==> config.mk <==
export PLATFORM = sky130hd
export DESIGN_NAME = fbrc_top
export DESIGN_NICKNAME = d
export VERILOG_FILES = /design/src/hdl/fbrc_pkg.sv /design/src/hdl/fbrc_stream_if.sv /design/src/hdl/fbrc_top.sv /design/src/hdl/fbrc_buf.sv
export VERILOG_INCLUDE_DIRS = /design/src /design/src/hdl
export SDC_FILE = /design/constraint.sdc
export NUM_CORES = 1
export LEC_CHECK = 0
export BUFFER_PORTS_ARGS = -buffer_cell sky130_fd_sc_hd__buf_2
export CAP_MARGIN = 20
export CORE_MARGIN = 2
export CORE_UTILIZATION = 25
export DETAILED_ROUTE_END_ITERATION = 7
export PLACE_DENSITY = 0.51
export SLEW_MARGIN = 20
export SYNTH_ARGS = -nofsm -noshare
export SYNTH_HDL_FRONTEND = slang
export SYNTH_HIERARCHICAL = 1
export SYNTH_SLANG_ARGS = --single-unit
==> constraint.sdc <==
create_clock -name REF_CLK -period 3.2 [get_ports REF_CLK]
set_clock_uncertainty 0.1 [all_clocks]
set_input_delay 0.64 -clock REF_CLK [delete_from_list [all_inputs] [get_ports REF_CLK]]
set_output_delay 0.64 -clock REF_CLK [all_outputs]
set_load 0.01 [all_outputs]
==> src/hdl/fbrc_map.svh <==
// Purpose: constants of the burst read configuration block
// Assumes: included by bare name
// Notes: offsets are bit positions in the configuration word
`ifndef FBRC_MAP_SVH
`define FBRC_MAP_SVH
`define FBRC_CFG_RST 16'h9CC4
`define FBRC_CFG_W 16
`define FBRC_BIT_RM 15
`define FBRC_LAT_HI 13
`define FBRC_LAT_LO 10
`define FBRC_BIT_HOLD 9
`define FBRC_BIT_EOBT 8
`define FBRC_BIT_ORD 7
`define FBRC_BIT_EDGE 6
`define FBRC_BL_HI 2
`define FBRC_BL_LO 0
`define FBRC_LAT_ADD 4'h2
`define FBRC_ADDR_W 20
`define FBRC_DQ_W 32
`define FBRC_PIN_N 6
`endif

==> src/hdl/fbrc_pkg.sv <==
// Purpose: types of the burst read configuration block
// Assumes: nothing
// Notes: constants live in fbrc_map.svh
package fbrc_pkg;
  typedef enum logic [1:0] {
    FBRC_IDLE = 2'b00,
    FBRC_LAT = 2'b01,
    FBRC_DATA = 2'b10
  } fbrc_state_t;
  typedef enum logic [1:0] {
    FBRC_CMD_NONE = 2'b00,
    FBRC_CMD_CFG_WR = 2'b01,
    FBRC_CMD_CFG_RD = 2'b10,
    FBRC_CMD_ARRAY = 2'b11
  } fbrc_cmd_t;
  typedef logic [31:0] fbrc_word_t;
endpackage

==> src/hdl/fbrc_stream_if.sv <==
// Purpose: valid/ready word stream between block modules
// Assumes: one clock
// Notes: src drives data and valid, snk drives ready
interface fbrc_stream_if;
  import fbrc_pkg::*;
  fbrc_word_t data;
  logic valid;
  logic ready;
  modport src(output data, output valid, input ready);
  modport snk(input data, input valid, output ready);
endinterface

==> src/hdl/fbrc_top.sv <==
// Purpose: burst read sequencer and configuration word of a flash
// Assumes: host pins asynchronous to REF_CLK; array port synchronous
// Notes: all host pins pass a two-stage synchroniser
`include "fbrc_map.svh"

module fbrc_top
  import fbrc_pkg::*;
(
  // clock and reset
  input wire logic REF_CLK,
  input wire logic RST_N,
  // host control pins
  input wire logic CE_N,
  input wire logic ADDRESS_LATCH_STROBE_N,
  input wire logic OE_N,
  input wire logic BUS_X32,
  input wire logic [`FBRC_ADDR_W-1:0] ADDR,
  // host command port
  input wire logic CMD_STB,
  input wire fbrc_pkg::fbrc_cmd_t CMD_CODE,
  input wire fbrc_pkg::fbrc_word_t CMD_DATA,
  // internal algorithm status
  input wire logic ALGO_BUSY,
  // data and flag pins
  output logic [`FBRC_DQ_W-1:0] DQ_O,
  output logic DQ_OE,
  output logic END_OF_BURST_FLAG_N_O,
  output logic END_OF_BURST_FLAG_OE,
  // array port
  output logic [`FBRC_ADDR_W-1:0] ARRAY_ADDR,
  output logic ARRAY_REQ,
  input wire fbrc_pkg::fbrc_word_t ARRAY_DATA,
  input wire logic ARRAY_VALID,
  output logic ARRAY_READY
);
  import fbrc_pkg::*;

  // ----------------------------------------
  // helpers
  // ----------------------------------------
  function automatic logic [5:0] burst_words(input logic [2:0] bl,
                                             input logic x32);
    logic [5:0] n;
    n = 6'h00;
    case (bl)
      3'h1: n = x32 ? 6'h02 : 6'h04;
      3'h2: n = x32 ? 6'h04 : 6'h08;
      3'h3: n = x32 ? 6'h08 : 6'h10;
      3'h4: n = x32 ? 6'h00 : 6'h20;
      default: n = 6'h00;
    endcase
    return n;
  endfunction

  function automatic logic [`FBRC_ADDR_W-1:0] wrap_addr(
    input logic [`FBRC_ADDR_W-1:0] base, input logic [5:0] idx,
    input logic [5:0] len);
    logic [`FBRC_ADDR_W-1:0] mask;
    logic [`FBRC_ADDR_W-1:0] sum;
    mask = {{(`FBRC_ADDR_W-6){1'b0}}, len - 6'h01};
    sum = base + {{(`FBRC_ADDR_W-6){1'b0}}, idx};
    return (base & ~mask) | (sum & mask);
  endfunction

  // ----------------------------------------
  // synchronisers
  // ----------------------------------------
  logic [`FBRC_PIN_N-1:0] pin_s1_reg;
  logic [`FBRC_PIN_N-1:0] pin_s2_reg;
  logic [`FBRC_ADDR_W-1:0] addr_s1_reg;
  logic [`FBRC_ADDR_W-1:0] addr_s2_reg;
  logic [33:0] cmd_s1_reg;
  logic [33:0] cmd_s2_reg;
  logic adv_n_d_reg;
  logic stb_d_reg;

  always_ff @(posedge REF_CLK)
  begin
    pin_s1_reg <= {CE_N, ADDRESS_LATCH_STROBE_N, OE_N, CMD_STB, BUS_X32,
                   ALGO_BUSY};
    pin_s2_reg <= pin_s1_reg;
    addr_s1_reg <= ADDR;
    addr_s2_reg <= addr_s1_reg;
    cmd_s1_reg <= {CMD_CODE, CMD_DATA};
    cmd_s2_reg <= cmd_s1_reg;
    adv_n_d_reg <= pin_s2_reg[4];
    stb_d_reg <= pin_s2_reg[2];
  end

  wire ce_n_s = pin_s2_reg[5];
  wire adv_n_s = pin_s2_reg[4];
  wire oe_n_s = pin_s2_reg[3];
  wire x32_s = pin_s2_reg[1];
  wire busy_s = pin_s2_reg[0];
  wire cmd_go = pin_s2_reg[2] & ~stb_d_reg;
  wire [1:0] cmd_code_s = cmd_s2_reg[33:32];
  wire [31:0] cmd_data_s = cmd_s2_reg[31:0];
  wire adv_fall = adv_n_d_reg & ~adv_n_s;

  // ----------------------------------------
  // configuration word and command decode
  // ----------------------------------------
  logic [`FBRC_CFG_W-1:0] cfg_reg;
  logic cfg_rd_reg;
  logic cfg_bank_reg;

  // register reached only through commands
  wire cmd_wr = cmd_go & (cmd_code_s == FBRC_CMD_CFG_WR);
  wire cmd_rd = cmd_go & (cmd_code_s == FBRC_CMD_CFG_RD);
  wire cmd_arr = cmd_go & (cmd_code_s == FBRC_CMD_ARRAY);
  wire wr_ok = cmd_wr & ~busy_s;
  wire cfg_rm = cfg_reg[`FBRC_BIT_RM];
  wire [3:0] lat_code = cfg_reg[`FBRC_LAT_HI:`FBRC_LAT_LO];
  wire [3:0] lat_len = lat_code + `FBRC_LAT_ADD;
  wire cfg_eobt = cfg_reg[`FBRC_BIT_EOBT];
  wire cfg_lin = cfg_reg[`FBRC_BIT_ORD];
  wire cfg_rise = cfg_reg[`FBRC_BIT_EDGE];
  wire [5:0] len_cfg = burst_words(cfg_reg[`FBRC_BL_HI:`FBRC_BL_LO],
                                   x32_s);
  // codes giving no length leave async reads only
  wire burst_en = ~cfg_rm & cfg_lin & (len_cfg != 6'h00);
  wire bank_s = addr_s2_reg[`FBRC_ADDR_W-1];

  always_ff @(posedge REF_CLK)
  begin
    if (!RST_N)
    begin
      cfg_reg <= `FBRC_CFG_RST;
      cfg_rd_reg <= 1'b0;
      cfg_bank_reg <= 1'b0;
    end
    else
    begin
      if (wr_ok)
        cfg_reg <= cmd_data_s[`FBRC_CFG_W-1:0];
      if (cmd_rd)
      begin
        cfg_rd_reg <= 1'b1;
        cfg_bank_reg <= bank_s;
      end
      else if (cmd_arr)
        cfg_rd_reg <= 1'b0;
    end
  end

  // ----------------------------------------
  // burst sequencer
  // ----------------------------------------
  fbrc_state_t st_reg;
  fbrc_state_t st_next;
  logic [3:0] lat_cnt_reg;
  logic [5:0] word_cnt_reg;
  logic [5:0] fetch_cnt_reg;
  logic [5:0] len_reg;
  logic eobt_reg;
  logic [`FBRC_ADDR_W-1:0] base_reg;

  fbrc_stream_if fill_s ();
  fbrc_stream_if drain_s ();

  // chip select high or a new strobe ends the burst
  wire abort = ce_n_s & (st_reg != FBRC_IDLE);
  wire start = ~ce_n_s & burst_en &
               (((st_reg == FBRC_IDLE) & ~adv_n_s) | adv_fall);
  wire lat_done = (st_reg == FBRC_LAT) & (lat_cnt_reg == 4'h1);
  wire last_word = (word_cnt_reg == len_reg);
  wire step = lat_done | ((st_reg == FBRC_DATA) & ~last_word);
  wire [5:0] word_next = word_cnt_reg + 6'h01;
  wire eob_now = ({1'b0, word_next} + {6'h00, eobt_reg}) >=
                 {1'b0, len_reg};
  wire fetching = (st_reg != FBRC_IDLE) & (fetch_cnt_reg != len_reg);

  // buffer emptied whenever a new burst starts
  fbrc_buf u_buf
  (
    .clk(REF_CLK),
    .rst_n(RST_N & ~start),
    .in_s(fill_s.snk),
    .out_s(drain_s.src)
  );

  assign fill_s.data = ARRAY_DATA;
  assign fill_s.valid = ARRAY_VALID & fetching;
  assign drain_s.ready = step;

  always_comb
  begin
    st_next = st_reg;
    case (st_reg)
      FBRC_IDLE: st_next = FBRC_IDLE;
      FBRC_LAT: st_next = lat_done ? FBRC_DATA : FBRC_LAT;
      FBRC_DATA: st_next = last_word ? FBRC_IDLE : FBRC_DATA;
      default: st_next = FBRC_IDLE;
    endcase
    if (start)
      st_next = FBRC_LAT;
    else if (abort)
      st_next = FBRC_IDLE;
  end

  always_ff @(posedge REF_CLK)
  begin
    if (!RST_N)
    begin
      st_reg <= FBRC_IDLE;
      lat_cnt_reg <= 4'h0;
      word_cnt_reg <= 6'h00;
      fetch_cnt_reg <= 6'h00;
      len_reg <= 6'h00;
      eobt_reg <= 1'b0;
      base_reg <= '0;
    end
    else
    begin
      st_reg <= st_next;
      if (start)
      begin
        lat_cnt_reg <= lat_len;
        word_cnt_reg <= 6'h00;
        fetch_cnt_reg <= 6'h00;
        len_reg <= len_cfg;
        eobt_reg <= cfg_eobt;
        base_reg <= addr_s2_reg;
      end
      else
      begin
        if (st_reg == FBRC_LAT)
          lat_cnt_reg <= lat_cnt_reg - 4'h1;
        if (step)
          word_cnt_reg <= word_next;
        if (fill_s.valid & fill_s.ready)
          fetch_cnt_reg <= fetch_cnt_reg + 6'h01;
      end
    end
  end

  // ----------------------------------------
  // array port
  // ----------------------------------------
  always_ff @(posedge REF_CLK)
  begin
    if (!RST_N)
    begin
      ARRAY_ADDR <= '0;
      ARRAY_REQ <= 1'b0;
      ARRAY_READY <= 1'b0;
    end
    else
    begin
      if (start)
        ARRAY_ADDR <= addr_s2_reg;
      else if (st_reg == FBRC_IDLE)
        ARRAY_ADDR <= addr_s2_reg;
      else
        ARRAY_ADDR <= wrap_addr(base_reg, fetch_cnt_reg +
                     {5'h00, fill_s.valid & fill_s.ready}, len_reg);
      // fetch from the start edge so a two-clock latency is met
      ARRAY_REQ <= start | (fetching & ~abort);
      ARRAY_READY <= fill_s.ready;
    end
  end

  // ----------------------------------------
  // output stage
  // ----------------------------------------
  logic [`FBRC_DQ_W-1:0] dq_reg;
  logic dq_oe_reg;
  logic eob_n_reg;
  logic eob_oe_reg;
  logic [`FBRC_DQ_W-1:0] dq_neg_reg;
  logic dq_oe_neg_reg;
  logic eob_n_neg_reg;
  logic eob_oe_neg_reg;

  wire async_rd = ~ce_n_s & ~oe_n_s & (st_reg == FBRC_IDLE) & ~start;
  wire show_cfg = cfg_rd_reg & (bank_s == cfg_bank_reg);
  wire [`FBRC_DQ_W-1:0] cfg_word = {16'h0000, cfg_reg};
  wire live = (st_next == FBRC_DATA);
  wire drive = ~oe_n_s & ~ce_n_s;

  always_ff @(posedge REF_CLK)
  begin
    if (!RST_N)
    begin
      dq_reg <= '0;
      dq_oe_reg <= 1'b0;
      eob_n_reg <= 1'b1;
      eob_oe_reg <= 1'b0;
    end
    else
    begin
      if (step)
        dq_reg <= drain_s.data;
      else if (async_rd)
        dq_reg <= show_cfg ? cfg_word : ARRAY_DATA;
      if (step)
        eob_n_reg <= ~eob_now;
      else if (!live)
        eob_n_reg <= 1'b1;
      dq_oe_reg <= drive & ((st_next == FBRC_DATA) | step |
                   async_rd);
      eob_oe_reg <= drive & (st_next != FBRC_IDLE) & ~abort;
    end
  end

  // falling edge copy for the half-cycle output option
  always_ff @(negedge REF_CLK)
  begin
    dq_neg_reg <= dq_reg;
    dq_oe_neg_reg <= dq_oe_reg;
    eob_n_neg_reg <= eob_n_reg;
    eob_oe_neg_reg <= eob_oe_reg;
  end

  // flag and data share one launch path
  assign DQ_O = cfg_rise ? dq_reg : dq_neg_reg;
  assign DQ_OE = cfg_rise ? dq_oe_reg : dq_oe_neg_reg;
  assign END_OF_BURST_FLAG_N_O = cfg_rise ? eob_n_reg : eob_n_neg_reg;
  assign END_OF_BURST_FLAG_OE = cfg_rise ? eob_oe_reg : eob_oe_neg_reg;

  // ----------------------------------------
  // assertions
  // ----------------------------------------
  property p_eob_last;
    @(posedge REF_CLK) disable iff (!RST_N)
    (step & ~eobt_reg) |=> (eob_n_reg == (word_cnt_reg != len_reg));
  endproperty
  a_eob_last: assert property (p_eob_last)
    else $error("flag not tied to last word");

  property p_eob_early;
    @(posedge REF_CLK) disable iff (!RST_N)
    (step & eobt_reg & (word_next == len_reg - 6'h01)) |=> !eob_n_reg;
  endproperty
  a_eob_early: assert property (p_eob_early)
    else $error("early flag missing");

  property p_eob_float;
    @(posedge REF_CLK) disable iff (!RST_N)
    oe_n_s |=> !eob_oe_reg && !dq_oe_reg;
  endproperty
  a_eob_float: assert property (p_eob_float)
    else $error("outputs driven with gate high");

  property p_lat_len;
    @(posedge REF_CLK) disable iff (!RST_N)
    (start & (lat_len == 4'h2)) ##1 (!start & !abort) [*2]
      |=> st_reg == FBRC_DATA;
  endproperty
  a_lat_len: assert property (p_lat_len)
    else $error("latency of two not honoured");

  property p_wr_busy;
    @(posedge REF_CLK) disable iff (!RST_N)
    (cmd_wr & busy_s) |=> $stable(cfg_reg);
  endproperty
  a_wr_busy: assert property (p_wr_busy)
    else $error("write taken while busy");

  property p_upper_zero;
    @(posedge REF_CLK) disable iff (!RST_N)
    (async_rd & show_cfg) |=> dq_reg[31:16] == 16'h0000;
  endproperty
  a_upper_zero: assert property (p_upper_zero)
    else $error("upper lines not zero");

  property p_reset;
    @(posedge REF_CLK)
    !RST_N |=> (cfg_reg == `FBRC_CFG_RST) && (st_reg == FBRC_IDLE);
  endproperty
  a_reset: assert property (p_reset)
    else $error("reset did not restore defaults");

  property p_ce_abort;
    @(posedge REF_CLK) disable iff (!RST_N)
    abort |=> (st_reg == FBRC_IDLE) && !dq_oe_reg && !eob_oe_reg;
  endproperty
  a_ce_abort: assert property (p_ce_abort)
    else $error("burst survived chip deselect");

  property p_async_only;
    @(posedge REF_CLK) disable iff (!RST_N)
    (!burst_en & (st_reg == FBRC_IDLE)) |=> st_reg == FBRC_IDLE;
  endproperty
  a_async_only: assert property (p_async_only)
    else $error("burst in async mode");

  property p_cnt_bound;
    @(posedge REF_CLK) disable iff (!RST_N)
    (st_reg == FBRC_DATA) |-> word_cnt_reg <= len_reg;
  endproperty
  a_cnt_bound: assert property (p_cnt_bound)
    else $error("word counter overran");

  c_burst: cover property (@(posedge REF_CLK) disable iff (!RST_N)
    (st_reg == FBRC_DATA) ##1 (st_reg == FBRC_IDLE));
  c_cfg_wr: cover property (@(posedge REF_CLK) disable iff (!RST_N)
    wr_ok);
  c_gate_hi: cover property (@(posedge REF_CLK) disable iff (!RST_N)
    (st_reg == FBRC_DATA) && oe_n_s);
endmodule

==> src/hdl/fbrc_buf.sv <==
// Purpose: two-entry word buffer in the burst data path
// Assumes: synchronous active-low reset
// Notes: full and empty are exact
module fbrc_buf
(
  // clock and reset
  input wire logic clk,
  input wire logic rst_n,
  // streams
  fbrc_stream_if.snk in_s,
  fbrc_stream_if.src out_s
);
  import fbrc_pkg::*;
  fbrc_word_t mem_reg [2];
  logic wr_ptr_reg;
  logic rd_ptr_reg;
  logic [1:0] cnt_reg;
  wire push = in_s.valid & in_s.ready;
  wire pop = out_s.valid & out_s.ready;
  assign in_s.ready = (cnt_reg != 2'h2);
  assign out_s.valid = (cnt_reg != 2'h0);
  assign out_s.data = mem_reg[rd_ptr_reg];
  always_ff @(posedge clk)
  begin
    if (push)
      mem_reg[wr_ptr_reg] <= in_s.data;
  end
  always_ff @(posedge clk)
  begin
    if (!rst_n)
    begin
      wr_ptr_reg <= 1'b0;
      rd_ptr_reg <= 1'b0;
      cnt_reg <= 2'h0;
    end
    else
    begin
      wr_ptr_reg <= wr_ptr_reg ^ push;
      rd_ptr_reg <= rd_ptr_reg ^ pop;
      cnt_reg <= cnt_reg + {1'b0, push} - {1'b0, pop};
    end
  end
endmodule

After elaboration in Yosys (flattened, before gate mapping)
Memory sizes are Yosys's and may differ from the RTL's. A register that Yosys moved wholly into a read port is not among the register bits.
Cells that the tools add are included.
W data, S select, Z words.
Storage, ports and cells
  register bits: 281
  word-level logic and storage cells: 146
  input bits: 95
  memories: 1
  output and inout port bits: 57
  memory bits (writable): 64
Memories
  u_buf.mem_reg: words 2, bits a word 32, read ports 1, clocked after Yosys merged registers in 1, wr ports 1, line fbrc_buf.sv:14  | fbrc_word_t mem_reg [2];
Operators by class
  order comparisons: 1
  reductions and logical operators: 9
  bitwise gates (word level): 49
  eq/ne operators: 16
  add/subtract/negate cells: 10
  muxes and demuxes: 28
Operator list (number)
  $mux W32: 4
  $mux W20: 2
  $and A1 B1 Y1: 27
  $pmux W6 S4: 1
  $add A20 B6 Y20: 1
  $and A20 B20 Y20: 1
  $and A20 B6 Y20: 1
  $not A6 Y20: 1
  $or A20 B20 Y20: 1
  $add A6 B1 Y6 const B: 2
  $mux W4: 3
  $reduce_bool A2 Y1: 6
  $not A1 Y1: 11
  $mux W1: 10
  $eq A2 B2 Y1 const B: 4
  $mux W2: 4
  $add A6 B1 Y7: 1
  $ge A7 B6 Y1: 1
  $add A6 B1 Y6: 1
  $eq A3 B2 Y1 const B: 2
  $eq A6 B6 Y1: 1
  $mux W6: 1
  $ne A6 B6 Y1: 1
  $reduce_bool A6 Y1: 1
  other kinds (18): 25

Longest topological paths before layout
Gate-level depths: netlist of run 1.
  word-level depth: 11
  gate-level depth with buffers: 14
  mapped depth without buffers: 13

By module
Netlist of run 1, hierarchy kept.
Modules (own cells, without submodules)
  fbrc_top: cells an instance 941, seq. area each 4884.7 sq um, area each 9093.7 sq um, times used 1
  fbrc_buf: cells an instance 129, seq. area each 2021.9 sq um, area each 2585.0 sq um, times used 1

==> impl_results.md, run 1 <==
- Worst path required time: between 2000 and 2500 ps
- Number of maximum-capacitance violations: 0
- Total buffers and inverters traversed by the critical path: 1
- Number of global-route vias before repair: between 8k and 9k
- Final total power: a little over 9000 uW
- Count of endpoints failing hold in the final timing report: 0
- Final sum of negative setup slack: -13970 ps
- Residual DRC count: 0
- Setup repair after global routing missed its margin: yes
- Pins Over Slew Limit: 0
- Cells after synthesis: 1069
- Hold buffer count at CTS: 0
- Vias per cell: about 4.4
- Remaining max-slew budget at the tightest pin: ~43%
- Final GP Congestion: between 0.7 and 0.8
- Clock tree from TritonCTS: built
- Fraction of final layout cells sized beyond drive strength 1: about 27%
- Aggregate global-route resource usage: between 10% and 20%
- Final worst-path setup slack: -414.4 ps
- I/O pins: 152
- Critical-path maximum fanout: 1
- Power Density: slightly above 600 mW/mm^2
- Average wire per standard cell: approximately 16 um
- Port Buffers: around 140
- Class of the tightest hold or removal check: input port to register
- Maximum buffer depth of the clock tree: 3
- Cell-by-cell listing of the critical path: mux2_2 -> buf_6
- Failing checks: setup timing
- Number of nets in the layout: ~1.4k
- Slowest Stage Delay on Critical Path: between 200 and 300 ps
- Die footprint: between 0.04 and 0.05 sq mm
- Post-Syn Nets: ~1.2k
- Die H: 220.1 um
- Minimum hold slack: roughly 100 ps
- Clock root buffer: sky130_fd_sc_hd__clkbuf_16
- Grt total ovfl: 0
- Cell family contributing the most delay on the critical path: flip-flops
- Type of destination of the critical path: output pin
- Switching Share: ~23%
- Total wirelength of the detailed-routed design: approximately 30000 um
- Maximum number of pins on one net before global-route repair: 39
- Worst EP arrival: ~2900 ps
- Clock transition at the registers of the reported paths: roughly 60 ps
- Final HPWL from detailed placement: between 15000 and 20000 um
- Cell with the biggest individual delay on the critical path: sky130_fd_sc_hd__dfxtp_1
- Area added between synthesis and finish: 27.56%
- Pre-CTS setup slack: 51.35 ps
- Worst slew pin tran: ~850 ps
- DRT Pass-1 Iters: 5
- Avg Cell Area, Syn: 10.92 sq um
- Core region area: around 0.046 sq mm
- Category of the most critical setup path: register to output pin
- Fraction of power consumed by sequential logic: 46.2%
- Die extent in x: 220.1 um
- Starting utilization of the core area: 25.18%
- Area of the mapped netlist: roughly 0.012 sq mm
- Number of DRC markers in iteration 0: about 460
- Share of total power in combinational logic: ~4.2%
- Global-route wire length before repair: roughly 46000 um
- Row cnt: slightly below 80
- Crit start category: register
- Status: complete, but fails checks
- Net switching power figure: about 2100 uW
- Routed via count: about 8.4k
- Static leakage power: between 0.005 and 0.006 uW
- Portion of total power attributed to the clock network: between 40% and 50%
- Worst skew pair latency: 540 ps
- Number of warnings reported in the yosys synthesis log: 6
- Internal power consumption: a little over 7000 uW
- Deepest level of the CTS H-tree: 2
- Number of endpoints failing setup at the final stage: 35
- Antenna violations before repair: 2
- Number of nets with antenna violations after routing: 0
- TritonCTS sink count: 313
- Maximum resistive drop on vdd: around 0.00046 V
- TritonCTS Buffers: 37
- Max FFs per register: 64
-- path summary, 6_finish.rpt --
kind | endpoint | cells after the start | slack [ps] | startpoint
max | DQ_O[12] | 2 | -410 | dq_neg_reg[12]$_DFF_N_
min | pin_s1_reg[1]$_DFF_P_ | 1 | 100 | BUS_X32
max reg2reg | ARRAY_ADDR[5]$_SDFF_PN0_ | 14 | 130 | st_reg[1]$_SDFF_PN0_
min reg2reg | addr_s2_reg[6]$_DFF_P_ | 0 | 220 | addr_s1_reg[6]$_DFF_P_
-- placed cells by master (no fill, tap or decap), drive strengths merged, types with 4 or more instances in the layout --
cell type and n:
o2111ai 17, nor3 5, nor3b 4, nor2 30, inv 64, mux2 68, nand3 52, xnor2 26
a211oi 8, xor2 11, buf 185, nand2b 6, or3 4, nand2 149, o21ai 47, and2 11
ha 25, mux2i 8, clkbuf 45, a311oi 17, dfxtp 249, bufinv 4, nand4 18, clkinv 5
nor2b 7, edfxtp 64, clkinvlp 5, and3 4, a21oi 99
-- power groups by stage --
stage / Combinational, uW / Sequential, uW / Clock [uW]
6_report: 379 / 4220 / 4530
5_1_grt: 416 / 4230 / 4830
4_1_cts: 379 / 4220 / 4670
3_5_place_dp: 340 / 4300 / 68.7
3_3_place_gp: 336 / 4300 / 68.7
2_1_floorplan: 182 / 4280 / 68.7
-- through the flow --
stage,instance area (sq um),util [%],instances
5_1_grt,14890,32.11,1884
3_3_place_gp,13120,28.30,1780
4_1_cts,14780,31.87,1881
6_report,14890,32.12,1885
3_5_place_dp,13120,28.30,1780
2_1_floorplan,11680,-,1069
-- worst reg2reg max path, cell delays in order (launching register included) --
cell and delay, ps:
sky130_fd_sc_hd__dfxtp_2 340, sky130_fd_sc_hd__inv_2 40, sky130_fd_sc_hd__ha_2 200, sky130_fd_sc_hd__nand3b_1 210
sky130_fd_sc_hd__a21oi_2 170, sky130_fd_sc_hd__ha_2 230, sky130_fd_sc_hd__buf_6 100, sky130_fd_sc_hd__nand3_2 90
sky130_fd_sc_hd__xnor2_2 150, sky130_fd_sc_hd__ha_1 320, sky130_fd_sc_hd__a21o_1 130, sky130_fd_sc_hd__a21oi_2 60
sky130_fd_sc_hd__a2111o_1 420, sky130_fd_sc_hd__a21o_1 180, sky130_fd_sc_hd__a311oi_2 220
-- final cells by class --
| class | instances | area (sq um) |
|---|---|---|
| Fill cell | 4699 | 31470 |
| Multi-Input combinational cell | 656 | 4409 |
| Sequential cell | 313 | 6912 |
| Clock buffer | 45 | 1040 |
| Tap cell | 607 | 759.5 |
| Inverter | 21 | 78.83 |
| Timing Repair Buffer | 185 | 1311 |
| Clock inverter | 57 | 376.6 |
| Antenna cell | 1 | 2.502 |
-- layer usage --
layer	up-vias	global-route usage [%]	routed length, um
li1	4125	-	-
met1	3957	17.29	14470
met2	236	18.81	13140
met3	46	3.188	2130
met4	4	3.691	569
met5	-	0	24
-- what timing repair did --
action                     CTS  global route
setup buffers                0             3
setup endpoints to repair   35            37
resized for setup           42            20
pin swaps                    0            12
Note: power is estimated with default switching activity, not from simulation.
==> run 2: changes to the inputs <==
==> constraint.sdc (replaced) <==
create_clock -name REF_CLK -period 3.2 [get_ports REF_CLK]
set_clock_uncertainty 0.1 [all_clocks]
set_input_delay 0.32 -clock REF_CLK [delete_from_list [all_inputs] [get_ports REF_CLK]]
set_output_delay 0.32 -clock REF_CLK [all_outputs]
set_load 0.01 [all_outputs]
==> impl_results.md, run 2 (synthesized netlist as in run 1, its figures left out) <==
- End of the worst register-to-register path: ARRAY_ADDR[5]$_SDFF_PN0_
- Remaining max-slew budget at the tightest pin: approximately two fifths
- Critical-path maximum fanout: 1
- WHS Path Cells: 2
- Grt total ovfl: 0
- Row cnt: a little under 80
- Status: complete, but fails checks
- Deepest level of the CTS H-tree: 2
- Area added between synthesis and finish: 33.67%
- Maximum number of pins on one net before global-route repair: 50
- Pins Over Slew Limit: 0
- Slowest Stage Delay on Critical Path: 300 ps
- Met2 usage in global routing: 19.77%
- Class of the tightest hold or removal check: input port to register
- Length in cells of the worst reg-to-reg path: 13
- Worst path required time: 2780 ps
- Cell count after placement: around 1.8k
- Utilization after layout: 33.66%
- Register-to-register path setup slack: ~90 ps
- TritonCTS Buffers: 37
- Average wire per standard cell: 15.78 um
- Number of nets in the layout: 1441
- Final total power: around 9300 uW
- Final HPWL from detailed placement: between 15000 and 20000 um
- Most common cell after layout, fill and taps aside: sky130_fd_sc_hd__dfxtp_1
- Setup repair after global routing missed its margin: yes
- Global-route wire length before repair: ~48000 um
- DRT Pass-1 Iters: 5
- Fraction of final layout cells sized beyond drive strength 1: 24.63%
- Antenna violations before repair: 1
- Pre-CTS setup slack: -40.49 ps
- I/O pins: 152
- Cell-by-cell listing of the critical path: mux2_4 -> buf_6
- Worst skew pair latency: ~540 ps
- Aggregate global-route resource usage: 12.75%
- Number of maximum-capacitance violations: 0
- Die H: between 200 and 250 um
- Maximum buffer depth of the clock tree: 3
- Final worst-path setup slack: -113.7 ps
- Residual DRC count: 0
- Number of nets with antenna violations after routing: 0
- Total buffers and inverters traversed by the critical path: 1
- Filler cell count in the final layout: ~4.6k
- Failing checks: setup timing
- Die extent in x: 220.1 um
- Routed via count: between 8k and 9k
- Maximum resistive drop on vdd: around 0.00045 V
- Clock tree from TritonCTS: built
- Total wirelength of the detailed-routed design: between 30000 and 40000 um
- TritonCTS sink count: between 300 and 400
- Worst slew pin tran: between 900 and 1000 ps
- Met1 Track Usage GR: around 18%
- Vias per cell: roughly 4.5
- Final sum of negative setup slack: -2667 ps
- Final GP Congestion: roughly 0.75
- R2R Path Start: len_reg[5]$_SDFFE_PN0P_
- Cell with the biggest individual delay on the critical path: sky130_fd_sc_hd__mux2_4
- Max FFs per register: 64
- Routing usage on met3: 2.968%
- Clock root buffer: sky130_fd_sc_hd__clkbuf_16
- Commonest non-fill, non-tap cells in the layout: sky130_fd_sc_hd__dfxtp_1 (246), sky130_fd_sc_hd__nand2_1 (147), sky130_fd_sc_hd__buf_2 (100), sky130_fd_sc_hd__a21oi_1 (98), sky130_fd_sc_hd__dlygate4sd3_1 (76)
- End of the worst hold path: cfg_reg[12]$_SDFFE_PN1P_
- Power Density: between 500 and 600 mW/mm^2
- Ant. Diodes: 0
- Category of the most critical setup path: register to output pin
- Global routing's busiest layer: met2
- Number of endpoints failing setup at the final stage: 35
- Type of destination of the critical path: output pin
- Number of DRC markers in iteration 0: roughly 430
- Worst EP arrival: 2890 ps
- Number of global-route vias before repair: between 8k and 9k
- Static leakage power: just over 0.006 uW
- Starting utilization of the core area: 25.18%
- Die footprint: approximately 0.048 sq mm
- Final instance count without filler cells: between 1.5k and 2k
- Port Buffers: between 100 and 150
- Clock transition at the registers of the reported paths: around 60 ps
- Core region area: between 0.04 and 0.05 sq mm
- Cell family contributing the most delay on the critical path: multiplexers
- Worst hold path startpoint: RST_N
- Count of endpoints failing hold in the final timing report: 0
- Crit start category: register
[run 2: metrics by stage]
stage	hold WS [ps]	area, sq um
6_report	61.51	15600
5_1_grt	67.07	15600
4_1_cts	33.40	15530
3_5_place_dp	212.1	13060
3_3_place_gp	211.3	13060
2_1_floorplan	209.6	11680
[run 2: worst max-delay path by stage]
stage | slack [ps] | cells past startpoint | startpoint | to
3_5_place_dp | -40 | 12 | fetch_cnt_reg[4]$_SDFFE_PN0P_ | ARRAY_ADDR[5]$_SDFF_PN0_
3_3_place_gp | 40 | 13 | st_reg[0]$_SDFF_PN0_ | ARRAY_ADDR[5]$_SDFF_PN0_
4_1_cts | -130 | 2 | eob_oe_neg_reg$_DFF_N_ | END_OF_BURST_FLAG_OE
6_report | -110 | 2 | dq_neg_reg[2]$_DFF_N_ | DQ_O[2]
5_1_grt | -150 | 2 | eob_oe_neg_reg$_DFF_N_ | END_OF_BURST_FLAG_OE
2_1_floorplan | 60 | 14 | st_reg[0]$_SDFF_PN0_ | ARRAY_ADDR[5]$_SDFF_PN0_
[run 2: final cells by class]
| type | instances | area (sq um) | area share [%] |
|---|---|---|---|
| Clock buffer | 42 | 984.7 | 6.311 |
| Clock inverter | 60 | 444.2 | 2.847 |
| Inverter | 21 | 78.83 | 0.5052 |
| Multi-Input combinational cell | 656 | 4394 | 28.16 |
| Sequential cell | 313 | 6910 | 44.29 |
| Tap cell | 607 | 759.5 | 4.868 |
| Timing Repair Buffer | 256 | 2031 | 13.02 |
[run 2: report_power, final]
part / total [uW] / switching [uW] / leakage, uW / internal [uW]
sequential: 4220 / 66.7 / 0.00263 / 4160
clock: 4600 / 1820 / 0.000829 / 2780
combinational: 455 / 209 / 0.00272 / 246
total: 9280 / 2090 / 0.00618 / 7190
[run 2: routing by layer]
layer,vias up,part of all wire (%)
met3,40,6.5
met4,2,1.7
li1,4279,-
met1,4211,47
met5,-,0.039
met2,257,45
[run 2: timing repair]
action                     in CTS  in global routing
gates resized for setup        51                 12
hold buffers                   76                  0
buffers inserted                2                  4
setup endpoints to repair      36                 37
hold endpoints to repair      124                  0
pin swaps                       4                  5
